File: config.mk
export PLATFORM = sky130hd
export DESIGN_NAME = pwg_top
export DESIGN_NICKNAME = d
export VERILOG_FILES = /design/src/hdl/pwg_pkg.sv /design/src/hdl/pwg_top.sv
export SDC_FILE = /design/constraint.sdc
export NUM_CORES = 1
export LEC_CHECK = 0
export ABC_AREA = 0
export CORE_AREA = 3 3 291 293
export CTS_CLUSTER_SIZE = 30
export DETAILED_ROUTE_END_ITERATION = 7
export DIE_AREA = 0 0 294 296
export DONT_BUFFER_PORTS = 1
export GPL_TIMING_DRIVEN = 0
export PLACE_DENSITY_LB_ADDON = 0.2
export SLEW_MARGIN = 10
export SYNTH_ARGS = -nofsm -noshare
export SYNTH_HDL_FRONTEND = slang
export SYNTH_SLANG_ARGS = --single-unit
export TNS_END_PERCENT = 10
File: constraint.sdc
create_clock -name mclk -period 7.95 [get_ports mclk]
set_input_delay 1.1925 -clock mclk [delete_from_list [all_inputs] [get_ports mclk]]
set_output_delay 1.1925 -clock mclk [all_outputs]
set_load 0.005 [all_outputs]
File: src/hdl/pwg_pkg.sv
/*
 Constants, register map and carrier types of the PWM interrupt and
 period block. Assumes a 32-bit AHB-Lite register bus, word access only.
*/
package pwg_pkg;
   // Module-level registers
   localparam logic [11:0] MOD_INTEN = 12'h004;
   localparam logic [11:0] MOD_RIS = 12'h008;
   localparam logic [11:0] MOD_ISC = 12'h00C;
   // Generator g sits at (g + 1) * 0x40
   localparam logic [5:0] GEN_CTL = 6'h00;
   localparam logic [5:0] GEN_PERIOD = 6'h04;
   localparam logic [5:0] GEN_COUNT = 6'h08;
   localparam logic [5:0] GEN_CMPA = 6'h0C;
   localparam logic [5:0] GEN_CMPB = 6'h10;
   localparam logic [5:0] GEN_INTEN = 6'h14;
   localparam logic [5:0] GEN_RIS = 6'h18;
   localparam logic [5:0] GEN_ISC = 6'h1C;
   // Field positions
   localparam int CTL_RUN = 0;
   localparam int CTL_UP = 1;
   localparam int TRIG_LSB = 8;
   localparam int FAULT_LSB = 16;
   localparam int NEVT = 6;
   localparam int CNT_W = 16;
   // Reset values
   localparam logic [15:0] PERIOD_RST = 16'h0001;
   localparam logic [31:0] WORD_ZERO = 32'h0000_0000;

   // Event bits, low to high: zero, load, A up, A down, B up, B down
   typedef struct packed {
      logic irq_cmp_b_counting_down;
      logic irq_cmp_b_counting_up;
      logic irq_cmp_a_counting_down;
      logic irq_cmp_a_counting_up;
      logic irq_on_count_load;
      logic irq_on_count_zero;
   } pwg_evt_t;

   // Latched address phase
   typedef struct packed {
      logic [11:0] addr;
      logic wr;
   } pwg_acc_t;
endpackage : pwg_pkg

File: src/hdl/pwg_top.sv
/*
 Interrupt, trigger and period logic of a multi-generator PWM module,
 with an AHB-Lite register slave. Assumes mclk is the PWM tick, one
 master, word transfers only; fault pins are asynchronous.
*/
// Our own choices: the AHB-Lite interface to the registers and the register offsets.
`timescale 1ns/100ps
`default_nettype none

// What this block does
// - Generator status bits clear on written one
// - Clearing an enable bit masks that source
// - Setting an enable bit unmasks that source
// - Raw and masked generator status both readable
// - Period is ticks between counter-zero pulses
// - Period register reads back the staged value
// - Later period writes replace the staged value
// - Module enable bit per generator and fault
// - Module status readable raw and masked
module pwg_top #(
   parameter int NGEN = 4,
   parameter int NFLT = 4
) (
   input wire logic mclk,
   input wire logic rst_b,
   input wire logic hsel,
   input wire logic [31:0] haddr,
   input wire logic [1:0] htrans,
   input wire logic hwrite,
   input wire logic [2:0] hsize,
   input wire logic [31:0] hwdata,
   input wire logic hready,
   output logic [31:0] hrdata,
   output logic hreadyout,
   output logic hresp,
   input wire logic [NFLT-1:0] fault_in,
   output logic [NGEN-1:0] count_zero,
   output logic [NGEN-1:0] trig_out,
   output logic irq
);

   localparam int GW = (NGEN > 1) ? $clog2(NGEN) : 1;

   // Generator regions must fit the 12-bit map above the module region
   if (NGEN < 1 || NGEN > 15) begin : gen_bad_ngen
      $error("pwg_top: NGEN must lie in 1..15");
   end
   // Fault status bits sit from bit 16 up to bit 31
   if (NFLT < 1 || NFLT > 16) begin : gen_bad_nflt
      $error("pwg_top: NFLT must lie in 1..16");
   end

   ////////////////////////////////////////////////////////////////////
   // Bus slave

   pwg_pkg::pwg_acc_t acc_q, acc_d;
   logic wact_q, wact_d;
   logic [31:0] rdat_q, rdat_d;
   logic [31:0] rmux;
   logic take;

   // Zero wait states; read data is caught on the address phase
   assign take = hsel && htrans[1] && hready;
   assign hreadyout = 1'b1;
   assign hresp = 1'b0;
   assign hrdata = rdat_q;

   always_comb begin
      acc_d = acc_q;
      wact_d = 1'b0;
      rdat_d = rdat_q;
      if (take) begin
         acc_d.addr = haddr[11:0];
         acc_d.wr = hwrite;
         wact_d = hwrite;
         if (!hwrite) begin
            rdat_d = rmux;
         end
      end
   end

   always_ff @(posedge mclk or negedge rst_b) begin
      if (!rst_b) begin
         acc_q <= '0;
         wact_q <= 1'b0;
         rdat_q <= 32'h0000_0000;
      end else begin
         acc_q <= acc_d;
         wact_q <= wact_d;
         rdat_q <= rdat_d;
      end
   end

   ////////////////////////////////////////////////////////////////////
   // Generators

   logic [1:0] ctl_q [NGEN];
   logic [15:0] per_q [NGEN];
   logic [15:0] pact_q [NGEN];
   logic [15:0] cnt_q [NGEN];
   logic [15:0] cmpa_q [NGEN];
   logic [15:0] cmpb_q [NGEN];
   logic [5:0] ien_q [NGEN];
   logic [5:0] ten_q [NGEN];
   pwg_pkg::pwg_evt_t ris_q [NGEN];
   pwg_pkg::pwg_evt_t evt_q [NGEN];
   logic [NGEN-1:0] gen_int;

   genvar g;
   generate
      for (g = 0; g < NGEN; g++) begin : gen_g
         localparam logic [5:0] GSEL = 6'(g + 1);
         logic wsel;
         logic [5:0] off;
         logic run, up, wrap, hit_a, hit_b;
         logic [15:0] use_per;
         logic [1:0] ctl_d;
         logic [15:0] per_d, pact_d, cnt_d, cmpa_d, cmpb_d;
         logic [5:0] ien_d, ten_d;
         pwg_pkg::pwg_evt_t ev, ris_d;

         always_comb begin
            wsel = wact_q && acc_q.addr[11:6] == GSEL;
            off = acc_q.addr[5:0];
            run = ctl_q[g][pwg_pkg::CTL_RUN];
            up = ctl_q[g][pwg_pkg::CTL_UP];
            use_per = (per_q[g] == 16'h0000) ? 16'h0001 : per_q[g];
            hit_a = cnt_q[g] == cmpa_q[g];
            hit_b = cnt_q[g] == cmpb_q[g];
            ev = '0;
            if (run) begin
               ev.irq_on_count_zero = cnt_q[g] == 16'h0000;
               ev.irq_on_count_load = cnt_q[g] == pact_q[g] - 16'h0001;
               ev.irq_cmp_a_counting_up = hit_a && up;
               ev.irq_cmp_a_counting_down = hit_a && !up;
               ev.irq_cmp_b_counting_up = hit_b && up;
               ev.irq_cmp_b_counting_down = hit_b && !up;
            end
            // While running, staged period is taken only at the wrap point
            wrap = up ? (cnt_q[g] >= pact_q[g] - 16'h0001)
                      : (cnt_q[g] == 16'h0000);
            pact_d = pact_q[g];
            cnt_d = cnt_q[g];
            // Stopped: count parks at zero, active period tracks staged
            if (!run) begin
               pact_d = use_per;
               cnt_d = 16'h0000;
            end else if (wrap) begin
               pact_d = use_per;
               cnt_d = up ? 16'h0000 : use_per - 16'h0001;
            end else begin
               cnt_d = up ? cnt_q[g] + 16'h0001 : cnt_q[g] - 16'h0001;
            end
            ctl_d = ctl_q[g];
            per_d = per_q[g];
            cmpa_d = cmpa_q[g];
            cmpb_d = cmpb_q[g];
            ien_d = ien_q[g];
            ten_d = ten_q[g];
            ris_d = ris_q[g];
            if (wsel) begin
               unique case (off)
                  pwg_pkg::GEN_CTL: ctl_d = hwdata[1:0];
                  pwg_pkg::GEN_PERIOD: per_d = hwdata[15:0];
                  pwg_pkg::GEN_CMPA: cmpa_d = hwdata[15:0];
                  pwg_pkg::GEN_CMPB: cmpb_d = hwdata[15:0];
                  pwg_pkg::GEN_INTEN: begin
                     ien_d = hwdata[5:0];
                     ten_d = hwdata[pwg_pkg::TRIG_LSB +: pwg_pkg::NEVT];
                  end
                  // Either status view takes the one-to-clear write
                  pwg_pkg::GEN_RIS, pwg_pkg::GEN_ISC: begin
                     ris_d = ris_q[g] & ~hwdata[5:0];
                  end
                  default: ;
               endcase
            end
            // A new event outweighs a clear in the same cycle
            ris_d = ris_d | evt_q[g];
         end

         always_ff @(posedge mclk or negedge rst_b) begin
            if (!rst_b) begin
               ctl_q[g] <= 2'h0;
               per_q[g] <= pwg_pkg::PERIOD_RST;
               pact_q[g] <= pwg_pkg::PERIOD_RST;
               cnt_q[g] <= 16'h0000;
               cmpa_q[g] <= 16'h0000;
               cmpb_q[g] <= 16'h0000;
               ien_q[g] <= 6'h00;
               ten_q[g] <= 6'h00;
               ris_q[g] <= '0;
               evt_q[g] <= '0;
            end else begin
               ctl_q[g] <= ctl_d;
               per_q[g] <= per_d;
               pact_q[g] <= pact_d;
               cnt_q[g] <= cnt_d;
               cmpa_q[g] <= cmpa_d;
               cmpb_q[g] <= cmpb_d;
               ien_q[g] <= ien_d;
               ten_q[g] <= ten_d;
               ris_q[g] <= ris_d;
               evt_q[g] <= ev;
            end
         end

         // Pulses and triggers come straight from the event flops
         assign count_zero[g] = evt_q[g].irq_on_count_zero;
         assign trig_out[g] = |(evt_q[g] & ten_q[g]);
         assign gen_int[g] = |(ris_q[g] & ien_q[g]);
      end
   endgenerate

   ////////////////////////////////////////////////////////////////////
   // Module status, faults and interrupt

   logic [NFLT-1:0] flt_s1_q, flt_s2_q;
   logic [NFLT-1:0] fris_q, fris_d;
   logic [31:0] men_q, men_d;
   logic [31:0] mraw, mmask;
   logic mod_wr;
   logic irq_d;

   always_comb begin
      mraw = 32'h0000_0000;
      // Generator bits follow its masked status and are not writable here
      mraw[NGEN-1:0] = gen_int;
      mraw[pwg_pkg::FAULT_LSB +: NFLT] = fris_q;
      mmask = mraw & men_q;
      mod_wr = wact_q && acc_q.addr[11:6] == 6'h00;
      men_d = men_q;
      fris_d = fris_q;
      if (mod_wr && acc_q.addr == pwg_pkg::MOD_INTEN) begin
         men_d = 32'h0000_0000;
         men_d[NGEN-1:0] = hwdata[NGEN-1:0];
         men_d[pwg_pkg::FAULT_LSB +: NFLT] = hwdata[pwg_pkg::FAULT_LSB +: NFLT];
      end
      if (mod_wr && (acc_q.addr == pwg_pkg::MOD_RIS || acc_q.addr == pwg_pkg::MOD_ISC)) begin
         fris_d = fris_q & ~hwdata[pwg_pkg::FAULT_LSB +: NFLT];
      end
      // Fault status re-sets every cycle the synced level is high
      fris_d = fris_d | flt_s2_q;
      irq_d = |mmask;
   end

   always_ff @(posedge mclk or negedge rst_b) begin
      if (!rst_b) begin
         flt_s1_q <= '0;
         flt_s2_q <= '0;
         fris_q <= '0;
         men_q <= 32'h0000_0000;
         irq <= 1'b0;
      end else begin
         flt_s1_q <= fault_in;
         flt_s2_q <= flt_s1_q;
         fris_q <= fris_d;
         men_q <= men_d;
         irq <= irq_d;
      end
   end

   ////////////////////////////////////////////////////////////////////
   // Read mux on the address phase
   // A read right behind a write to the same word sees the old value

   logic [5:0] rsel, rgn;
   logic [GW-1:0] ri;

   always_comb begin
      rsel = haddr[11:6];
      rgn = rsel - 6'h01;
      ri = rgn[GW-1:0];
      rmux = pwg_pkg::WORD_ZERO;
      if (rsel == 6'h00) begin
         unique case (haddr[11:0])
            pwg_pkg::MOD_INTEN: rmux = men_q;
            pwg_pkg::MOD_RIS: rmux = mraw;
            pwg_pkg::MOD_ISC: rmux = mmask;
            default: rmux = pwg_pkg::WORD_ZERO;
         endcase
      end else if (rgn < 6'(NGEN)) begin
         unique case (haddr[5:0])
            pwg_pkg::GEN_CTL: rmux[1:0] = ctl_q[ri];
            pwg_pkg::GEN_PERIOD: rmux[15:0] = per_q[ri];
            pwg_pkg::GEN_COUNT: rmux[15:0] = cnt_q[ri];
            pwg_pkg::GEN_CMPA: rmux[15:0] = cmpa_q[ri];
            pwg_pkg::GEN_CMPB: rmux[15:0] = cmpb_q[ri];
            pwg_pkg::GEN_INTEN: begin
               rmux[5:0] = ien_q[ri];
               rmux[pwg_pkg::TRIG_LSB +: pwg_pkg::NEVT] = ten_q[ri];
            end
            pwg_pkg::GEN_RIS: rmux[5:0] = ris_q[ri];
            pwg_pkg::GEN_ISC: rmux[5:0] = ris_q[ri] & ien_q[ri];
            default: rmux = pwg_pkg::WORD_ZERO;
         endcase
      end
   end

endmodule : pwg_top

`default_nettype wire

Word-level counts from Yosys, hierarchy flattened
Index checks and enable logic that the tools add are counted.
{ "totals": {"ff_bits": 490, "in_bits": 78, "out_inout_bits": 43, "elab_cells": 325} }
{ "op_classes": {"n_addsub": 17, "order_cmp": 6, "eq_ne": 39, "n_mux": 78, "bitwise_logic": 24, "n_reduce_logical": 73} }
{ "op_table": {"columns": ["cell", "n"], "rows": [
  ["two-way mux 16 bit", 37],
  ["== test 16 bit", 12],
  ["subtractor 16 x 1 -> 16 bit, second input constant", 12],
  ["binary-select mux 16 bit (select 2 bit)", 4],
  ["logical NOT 16 bit", 8],
  ["two-way mux 6 bit", 18],
  ["bitwise AND 6 bit", 13],
  ["adder 16 x 1 -> 16 bit, second input constant", 4],
  [">= comparator 16 bit", 4],
  ["case mux 20 bit (3 select lines)", 1],
  ["== test 12 x 4 -> 1 bit, second input constant", 4],
  ["== test 6 x 5 -> 1 bit, second input constant", 8],
  ["OR reduction 6 bit", 8],
  ["AND reduction 2 bit", 21],
  ["binary-select mux 6 bit (select 2 bit)", 3],
  ["two-way mux 32 bit", 1],
  ["OR reduction 32 bit", 1],
  ["case mux 6 bit (5 select lines)", 1],
  ["case mux 4 bit (7 select lines)", 1],
  ["logical AND 1 bit", 25],
  ["== test 12 x 3 -> 1 bit, second input constant", 2],
  ["logical NOT 6 bit", 4],
  ["OR 6 bit", 4],
  ["bitwise AND 20 bit", 1],
  ["23 further kinds", 40]
]} }

Longest topological paths before layout
Gate-level depths: netlist of run 1.
{ "depth": {"depth_word": 9, "mapped_depth": 16, "depth_no_buf": 15} }

Worst setup path before layout of run 1
No wires, ideal clock.
{ "synth_timing": {"kind": "input to register", "from": "in haddr[6]", "to": "reg rdat_q[13] (netlist: hrdata[13])", "setup_time_ns": 0.118, "arrival_ns": 4.463, "required_time_ns": 7.832, "path_slack_ns": 3.369, "cell_stages": 14, "n_path_buf": 8, "path_cell_list": "clkbuf_1 buf_2 buf_2 clkbuf_1 inv_1 ha_1 buf_2 buf_2 buf_2 clkbuf_1 mux4_2 a22oi_1 a31oi_1 a21o_1"} }
{ "synth_between": {"elab_chain_len": 8, "word_cells_on_any_way": 26, "cone_classes": "add/sub (1); order compare (1); eq/ne (3); mux (19); bitwise (1); reduce/logical (1)"} }
{ "synth_lines": {"columns": ["item", "line", "rtl"], "rows": [
  ["start: declaration", "pwg_top.sv:27", "input wire logic [31:0] haddr,"],
  ["subtractor 6 x 1 -> 6 bit", "pwg_top.sv:272", "rgn = rsel - 6'h01;"],
  ["NOT 2 -> 3 bit (implied by the code)", null, null],
  ["binary-select mux 6 bit (select 2 bit) (tied with other cells)", "pwg_top.sv:291", "rmux[pwg_pkg::TRIG_LSB +: pwg_pkg::NEVT] = ten_q[ri];"],
  ["two-way mux 6 bit (implied by the code) (tied with other cells) (2 in series)", "pwg_top.sv:291", null],
  ["case mux 6 bit (5 select lines)", "pwg_top.sv:283", "unique case (haddr[5:0])"],
  ["two-way mux 16 bit", "pwg_top.sv:282", "end else if (rgn < 6'(NGEN)) begin"],
  ["two-way mux 32 bit *", "pwg_top.sv:275", "if (rsel == 6'h00) begin"],
  ["end signal: assignment", "pwg_top.sv:90", "rdat_q <= rdat_d;"],
  ["end: declaration", "pwg_top.sv:58", "logic [31:0] rdat_q, rdat_d;"]
]} }
Mark *: on every way between the ends. The rest lies on a longest branch, timed or not. The select of a mux whose other input is x is not followed.
A chain may end at the register's enable or synchronous reset.

Worst setup path in the final report of run 1
{ "layout_timing": {"from": "in haddr[6]", "to": "reg rdat_q[14] (netlist: hrdata[14])"} }
{ "layout_between": {"elab_chain_len": 8, "word_cells_on_any_way": 23, "cone_classes": "add/sub (1); order compare (1); eq/ne (3); mux (16); bitwise (1); reduce/logical (1)"} }
{ "layout_lines": {"columns": ["item", "line"], "rows": [
  ["subtractor 6 x 1 -> 6 bit", "pwg_top.sv:272"],
  ["NOT 2 -> 3 bit (implied by the code)", null],
  ["binary-select mux 16 bit (select 2 bit) (on tied branches)", null],
  ["two-way mux 16 bit (on tied branches) (2 in series)", null],
  ["case mux 2 bit (4 select lines)", "pwg_top.sv:283"],
  ["two-way mux 16 bit", "pwg_top.sv:282"],
  ["two-way mux 32 bit *", "pwg_top.sv:275"]
]} }
Marked as above.

==> flow_metrics.py, run 1 <==
metrics = {
    "run_status": {
        "status": "finished, violations left",
        "violations": "max-slew violations",
    },
    "detailed_routing": {
        "detailroute.via_count": 22600,
        "wl_um": 112000,
        "avgRoutedWirePerCell_um": 29.9,
        "drt_iter0_drc": 2165,
        "drt_pre_antenna_iters": 5,
        "drtAntennaViolNets": 0,
        "routed_via_density": 6.01,
        "remaining_drc_errors": 0,
    },
    "setup_path": {
        "cpPeakStageDelay_ps": 800,
        "timing.reg2reg.setup_slack_ps": 3030,
        "critPathArrivalTime_ps": 7140,
        "worstRegToRegCells": 15,
        "path_buf_inv": 9,
        "worst_path_dominant_cell_family": "buffers and inverters",
        "worst_ep_required_time_ps": 8540,
        "crit-reg2reg-capture": "cnt_q[22]$_DFF_PN0_",
        "worst-path-max-fanout": 10,
        "setup.worst_path.class": "in2reg",
        "crit_path_cell_trace": "clkbuf_1 > buf_2 > buf_2 > clkbuf_1 > inv_1 > ha_1 > buf_2 > buf_2 > clkbuf_1 > clkbuf_1 > a221oi_1 > a21oi_1 > a21oi_1 > a21oi_1 > a21o_1",
        "worstReg2RegStart": "pact_q[18]$_DFFE_PN0P_",
        "slowest_stage": "sky130_fd_sc_hd__clkbuf_1",
        "timing.critical_path.from_type": "input pin",
        "setup.worst_path.end_class": "flip-flop",
    },
    "timing": {
        "timing.final.max_slew_violations": 317,
        "clock.fmax_mhz": 152,
        "setup-violations-final": 0,
        "clock_period_minus_worst_slack_ps": 6560,
        "grt_setup_unrepaired": "false",
        "maxSlewHeadroom": -0.726,
        "timing.final.crit_share": 0.825,
        "fin_worst_skew_ps": 45.8,
        "tns_ps": 0,
        "hold_ws_ps": 298,
        "fin_hold_viols": 0,
        "max_slew.worst_pin.slew_ps": 2590,
    },
    "yosys": {
        "synthesis.instances": 2582,
        "synth_top_flop_cell": "sky130_fd_sc_hd__dfrtp_1",
        "synth.cell_area_mm2": 0.0288,
        "synth.ff_latch_count": 478,
        "syn_avg_cell_area_um2": 11.1,
        "ys_seq_area_frac": 0.416,
        "synth_edf_count": 0,
        "ys_async_sr_fraction": 1.00,
        "synth.lib_cells_used.distinct": 81,
        "synth-warning-count": 0,
    },
    "min_path": {
        "hp-class": "in2async",
    },
    "run": {
        "max_cap_violations": 0,
    },
    "global_routing": {
        "gr_util_all_layers": 0.255,
        "antenna_found_initial": 7,
        "vias_in_the_first_global_route": 22300,
        "grt_max_degree": 479,
        "global_route.overflow_total": 0,
        "grt_first_pass_wirelength_um": 161000,
    },
    "power": {
        "power.static_leakage_nw": 14.4,
        "worst_ir_drop_vdd_v": 0.000175,
        "fin_total_pwr_mw": 7.97,
        "power_density_mw_per_mm2": 248,
    },
    "layout": {
        "most-common-layout-cells": "sky130_fd_sc_hd__dfrtp_1 (470), sky130_fd_sc_hd__mux2_2 (319), sky130_fd_sc_hd__xor2_1 (189)",
        "antenna-diode-count": 0,
        "area_growth_pct": 11.8,
        "finalNetCount": 2863,
        "mostFrequentLayoutCell": "sky130_fd_sc_hd__dfrtp_1",
        "drive_gt1_frac": 0.210,
        "postLayoutCoreUtil": 0.392,
        "fillerInstances": 7968,
    },
    "floorplan": {
        "chipWidth_um": 294,
        "fp.dieH_um": 296,
        "core_region_area_mm2": 0.0821,
        "placement_rows": 105,
        "ioPinCount": 121,
        "start_util": 0.350,
        "die_area_mm2": 0.0870,
    },
    "clock_tree": {
        "htree_levels": 2,
        "cts_buffer_depth": 3,
        "clk_root_buffer_cell": "sky130_fd_sc_hd__clkbuf_16",
        "clk_pin_slew_ps": 60,
        "worst_skew_pair.late_latency_ps": 650,
        "cts.sink_count": 478,
        "cts-hold-fix-buffers": 0,
        "cts_resized": 0,
        "cts-buffers-inserted": 55,
        "tritoncts_clock_tree": "yes",
        "cts_post_setup_buffers_inserted": 0,
    },
    "placement": {
        "io_buffer_count": 0,
        "gpl_congestion": 0.998,
        "hpwl_um": 84900,
    },
}
## kinds of logic (layout without fill, tap and decap cells)
kind of cell	count (synthesis)	after routing	share of synthesized area
compound gates	451	451	0.108
other cells	2	14	0.000261
buf+inv	193	294	0.0300
xor+xnor	275	275	0.0837
mux	405	405	0.189
fa+ha+maj	134	134	0.0593
simple gates	644	644	0.114
flops	478	478	0.416
## Yosys cell counts (14+ instances only)
cell | instances | area share
sky130_fd_sc_hd__nand4_1 | 38 | 0.0083
sky130_fd_sc_hd__nor2b_1 | 19 | 0.0041
sky130_fd_sc_hd__a211oi_1 | 18 | 0.0047
sky130_fd_sc_hd__nor4_1 | 79 | 0.017
sky130_fd_sc_hd__nand2_1 | 179 | 0.023
sky130_fd_sc_hd__xor2_1 | 189 | 0.058
sky130_fd_sc_hd__clkbuf_1 | 82 | 0.011
sky130_fd_sc_hd__xnor2_1 | 86 | 0.026
sky130_fd_sc_hd__buf_2 | 25 | 0.0043
sky130_fd_sc_hd__nor2_1 | 122 | 0.016
sky130_fd_sc_hd__nor3_1 | 54 | 0.0094
sky130_fd_sc_hd__ha_1 | 130 | 0.057
sky130_fd_sc_hd__mux4_2 | 78 | 0.061
sky130_fd_sc_hd__or4_1 | 16 | 0.0042
sky130_fd_sc_hd__o21a_1 | 17 | 0.0044
sky130_fd_sc_hd__a22oi_1 | 76 | 0.020
sky130_fd_sc_hd__mux2_2 | 319 | 0.12
sky130_fd_sc_hd__a21o_1 | 63 | 0.016
sky130_fd_sc_hd__buf_4 | 22 | 0.0057
sky130_fd_sc_hd__nand3_1 | 35 | 0.0061
sky130_fd_sc_hd__o21ai_0 | 65 | 0.011
sky130_fd_sc_hd__a21oi_1 | 78 | 0.014
sky130_fd_sc_hd__o22ai_1 | 14 | 0.0030
sky130_fd_sc_hd__inv_1 | 54 | 0.0070
sky130_fd_sc_hd__nand2b_1 | 16 | 0.0035
sky130_fd_sc_hd__dfrtp_1 | 470 | 0.41
sky130_fd_sc_hd__or3_1 | 22 | 0.0048
## through the flow
stage          area (µm²)  std cells  setup WS, ps
3_3_place_gp        30200       3664           918
6_report            32200       3765          1390
2_1_floorplan       28800       2594          3370
3_5_place_dp        30200       3664           938
4_1_cts             32200       3765          1610
5_1_grt             32200       3765          1230
## power breakdown
group,leakage [nW],total [mW],internal [mW],switching (mW)
Sequential,6.07,3.21,2.65,0.569
Combinational,7.30,1.94,0.892,1.05
Clock,0.987,2.81,1.70,1.11
Total,14.4,7.97,5.24,2.73
## registers in the layout, indices dropped and copies added (netlist names)
signal / cells
cmpa_q: 64
cmpb_q: 64
cnt_q: 64
pact_q: 64
per_q: 64
ien_q: 24
ris_q: 24
ten_q: 24
evt_q: 20
hrdata: 20
acc_q: 12
ctl_q: 8
men_q: 8
count_zero: 4
flt_s1_q: 4
flt_s2_q: 4
fris_q: 4
irq: 1
wact_q: 1
## final cells by class
cell class	count	area, µm²	area share
clock buffers	78	1600	0.0498
flip-flops and latches	478	12000	0.372
plain buffers	136	649	0.0202
well taps	1070	1340	0.0416
multi-input cells	1923	16000	0.497
clock inverters	23	402	0.0125
inverters	57	214	0.00665
## per-layer routing
metal  vias up  track usage  routed length (µm)
met3       263       0.0567                9270
li1       9721            -                   -
met4         4       0.0983                5020
met2       981        0.403               50300
met5         -            0                  16
met1     11700        0.343               47800
## worst max-delay path by stage
stage,start,endpoint,slack (ps),cells after the start
floorplan,haddr[6],hrdata[13]$_DFFE_PN0P_,3370,14
global placement,haddr[6],hrdata[13]$_DFFE_PN0P_,920,14
detailed placement,haddr[6],hrdata[13]$_DFFE_PN0P_,940,14
CTS,haddr[6],hrdata[13]$_DFFE_PN0P_,1610,14
global route,haddr[6],hrdata[14]$_DFFE_PN0P_,1230,15
finish,haddr[6],hrdata[14]$_DFFE_PN0P_,1390,15
## worst reg2reg max path, cell delays in order, from the launching register on
cell and delay, ps:
sky130_fd_sc_hd__dfrtp_1 410, sky130_fd_sc_hd__nor2_1 160, sky130_fd_sc_hd__nor4b_1 350, sky130_fd_sc_hd__nand3_1 190, sky130_fd_sc_hd__nor3_1 270, sky130_fd_sc_hd__nand2b_1 150
sky130_fd_sc_hd__nor4_1 250, sky130_fd_sc_hd__xnor2_1 140, sky130_fd_sc_hd__ha_1 310, sky130_fd_sc_hd__nand4_1 190, sky130_fd_sc_hd__nor4_1 450, sky130_fd_sc_hd__nor4b_1 580
sky130_fd_sc_hd__o32ai_2 300, sky130_fd_sc_hd__nand2_1 310, sky130_fd_sc_hd__clkbuf_1 470, sky130_fd_sc_hd__a22oi_1 200
Note: power is estimated with default switching activity, not from simulation.
==> inputs of run 2 (changes only) <==
--- a/config.mk
+++ b/config.mk
@@ -5,11 +5,11 @@
 export SDC_FILE = /design/constraint.sdc
 export NUM_CORES = 1
 export LEC_CHECK = 0
-export ABC_AREA = 0
-export CORE_AREA = 3 3 291 293
+export ABC_AREA = 1
+export CORE_AREA = 3 3 300 302
 export CTS_CLUSTER_SIZE = 30
 export DETAILED_ROUTE_END_ITERATION = 7
-export DIE_AREA = 0 0 294 296
+export DIE_AREA = 0 0 303 305
 export DONT_BUFFER_PORTS = 1
 export GPL_TIMING_DRIVEN = 0
 export PLACE_DENSITY_LB_ADDON = 0.2
==> constraint.sdc (replaced) <==
create_clock -name mclk -period 6.1 [get_ports mclk]
set_input_delay 0.915 -clock mclk [delete_from_list [all_inputs] [get_ports mclk]]
set_output_delay 0.915 -clock mclk [all_outputs]
set_load 0.005 [all_outputs]
==> flow_metrics.py, run 2 <==
metrics = {
    "run_status": {
        "status": "finished, final reports clean",
    },
    "floorplan": {
        "core_region_area_mm2": 0.0880,
        "fp.dieH_um": 305,
        "ioPinCount": 121,
        "die_area_mm2": 0.0924,
        "start_util": 0.348,
        "chipWidth_um": 303,
        "placement_rows": 109,
    },
    "power": {
        "clock_power_share": 0.268,
        "fin_total_pwr_mw": 13.8,
        "sequential_group_share_of_total_power": 0.347,
        "internal_power_mw": 7.85,
        "power_density_mw_per_mm2": 403,
        "pwr-share-comb": 0.385,
        "worst_ir_drop_vdd_v": 0.000332,
        "switchingPower_mw": 5.97,
        "power.static_leakage_nw": 16.7,
        "power_switching_share": 0.432,
    },
    "layout": {
        "postLayoutCoreUtil": 0.390,
        "drive_gt1_frac": 0.0488,
        "final_cell_area_mm2": 0.0343,
        "area_growth_pct": 11.9,
        "stdcell_count": 5555,
        "fillerInstances": 9483,
        "most-common-layout-cells": "sky130_fd_sc_hd__nand2_1 (1159), sky130_fd_sc_hd__o21ai_0 (572), sky130_fd_sc_hd__dfrtp_1 (470)",
        "mostFrequentLayoutCell": "sky130_fd_sc_hd__nand2_1",
        "finalNetCount": 4550,
    },
    "detailed_routing": {
        "detailroute.via_count": 30500,
        "avgRoutedWirePerCell_um": 25.4,
        "drtAntennaViolNets": 0,
        "routed_via_density": 5.50,
        "drt_iter0_drc": 3575,
        "drt_pre_antenna_iters": 5,
        "remaining_drc_errors": 0,
        "wl_um": 141000,
    },
    "clock_tree": {
        "htree_levels": 2,
        "clk_pin_slew_ps": 60,
        "tritoncts_clock_tree": "yes",
        "cts_buffer_depth": 3,
        "cts_post_setup_buffers_inserted": 0,
        "worst_skew_pair.late_latency_ps": 660,
        "clk_root_buffer_cell": "sky130_fd_sc_hd__clkbuf_16",
        "cts.sink_count": 478,
        "cts_resized": 0,
        "cts-buffers-inserted": 59,
    },
    "global_routing": {
        "use_met1": 0.409,
        "gr_peak_layer": "met2",
        "vias_in_the_first_global_route": 28700,
        "global_route.overflow_total": 0,
        "gr-usage-met2": 0.451,
        "grt_max_degree": 479,
        "gr-usage-met3": 0.0523,
        "antenna_found_initial": 10,
        "grt_first_pass_wirelength_um": 201000,
        "gr_util_all_layers": 0.299,
    },
    "yosys": {
        "synth_xor_xnor_area_share": 0.0586,
        "synth.area.mux_share": 0,
        "synth.lib_cells_used.distinct": 50,
        "synth.cell_area_mm2": 0.0307,
        "synth-warning-count": 0,
        "synth_top_family_by_area": "simple AND/OR/NAND/NOR gates",
        "syn_avg_cell_area_um2": 7.20,
        "synth_simple_gate_area_frac": 0.271,
        "synth.top_cells.by_count": "sky130_fd_sc_hd__nand2_1 (1159), sky130_fd_sc_hd__o21ai_0 (572), sky130_fd_sc_hd__dfrtp_1 (470), sky130_fd_sc_hd__nor2_1 (430), sky130_fd_sc_hd__inv_1 (388)",
        "ys_async_sr_fraction": 1.00,
        "ys_seq_area_frac": 0.391,
        "synth_fa_ha_area_frac": 0.0557,
        "synth.ff_latch_count": 478,
        "synth_area_leader_cell": "sky130_fd_sc_hd__dfrtp_1",
        "synth_top_flop_cell": "sky130_fd_sc_hd__dfrtp_1",
        "synthesis.instances": 4260,
        "synth_edf_count": 0,
        "synth_top_area_share": 0.384,
        "synth-compound-area-share": 0.148,
        "synth_most_common_cell": "sky130_fd_sc_hd__nand2_1",
        "synth_top_cells_by_area": "sky130_fd_sc_hd__dfrtp_1 (38%), sky130_fd_sc_hd__nand2_1 (14%), sky130_fd_sc_hd__o21ai_0 (9.3%)",
    },
    "setup_path": {
        "crit_path_cell_trace": "inv_1 > buf_2 > clkbuf_1 > ha_1 > buf_2 > clkinv_1 > clkbuf_1 > a21oi_1 > o21ai_0 > a21oi_1 > nor3_1 > o21ai_0",
        "cpPeakStageDelay_ps": 820,
        "worst-path-max-fanout": 11,
        "critPathArrivalTime_ps": 5060,
        "timing.critical_path.from_type": "input pin",
        "slowest_stage": "sky130_fd_sc_hd__clkbuf_1",
        "setup.worst_path.class": "in2reg",
        "setup.worst_path.end_class": "flip-flop",
        "worst_ep_required_time_ps": 6610,
    },
    "placement": {
        "dp_cells": 5438,
        "placement.setup.worst_slack_ps": 1150,
        "hpwl_um": 107000,
        "gpl_congestion": 1.11,
        "dpl-instance-area_mm2": 0.0322,
        "io_buffer_count": 0,
    },
    "timing": {
        "clock_period_minus_worst_slack_ps": 4560,
        "timing.final.max_slew_violations": 0,
        "maxSlewHeadroom": 0.0663,
        "setup_slack_ps": 1540,
        "fin_worst_skew_ps": 40.1,
        "setup-violations-final": 0,
        "tns_ps": 0,
        "fin_hold_viols": 0,
        "hold_ws_ps": 22.3,
        "grt_setup_unrepaired": "false",
        "clock.fmax_mhz": 219,
        "max_slew.worst_pin.slew_ps": 1400,
        "timing.final.crit_share": 0.747,
    },
    "run": {
        "max_cap_violations": 0,
    },
    "min_path": {
        "hp-class": "in2async",
    },
}
[run 2: worst paths after layout]
kind | startpoint | to | slack (ps) | cells after the start
max | haddr[6] | hrdata[6]$_DFFE_PN0P_ | 1540 | 12
min | rst_b | count_zero[2]$_DFF_PN0_ | 20 | 0
max reg2reg | pact_q[0]$_DFFE_PN1P_ | pact_q[12]$_DFFE_PN0P_ | 2260 | 23
min reg2reg | flt_s1_q[2]$_DFF_PN0_ | flt_s2_q[2]$_DFF_PN0_ | 350 | 0
max in group asynchronous | rst_b | pact_q[22]$_DFFE_PN0P_ | 4800 | 1
min in group mclk | fault_in[1] | flt_s1_q[1]$_DFF_PN0_ | 280 | 0
[run 2: layout make-up]
type / instances / area (µm²) / share of cell area
Antenna cell: 5 / 12.5 / 0.000365
Sequential cell: 478 / 12000 / 0.349
Clock inverter: 22 / 320 / 0.00934
Tap cell: 1165 / 1460 / 0.0425
Inverter: 391 / 1470 / 0.0428
Multi-Input combinational cell: 3222 / 16400 / 0.479
Timing Repair Buffer: 5 / 51.3 / 0.00150
Clock buffer: 86 / 1730 / 0.0504
Buffer: 181 / 863 / 0.0252
[run 2: logic make-up (layout without fill, tap and decap cells)]
| group | after synthesis | in the layout |
|---|---|---|
| AND/OR/NAND/NOR | 2003 | 2003 |
| AO/OA/AOI/OAI | 866 | 866 |
| XOR/XNOR | 205 | 205 |
| buffers and inverters | 572 | 685 |
| adder cells (fa/ha/maj) | 134 | 134 |
| flip-flops | 478 | 478 |
| other | 2 | 19 |
[run 2: metal layers]
metal	part of all wire	up-vias
li1	-	14000
met1	0.42	14700
met2	0.43	1380
met3	0.082	377
met4	0.063	14
met5	0.00064	-
[run 2: critical path: cells and delay by family]
kind | cells | cell delay, ps
adder cells (fa/ha/maj) | 1 | 410
buffers and inverters | 6 | 2370
AO/OA/AOI/OAI | 4 | 720
AND/OR/NAND/NOR | 1 | 620
[run 2: power groups by stage]
stage                     registers (mW)  logic, mW  clock network [mW]
after floorplan                     4.21       3.90                   0
after global placement              4.80       5.18                   0
after detailed placement            4.81       5.25                   0
after CTS                           4.75       5.28                3.75
after global routing                4.80       6.05                3.89
final                               4.79       5.32                3.71
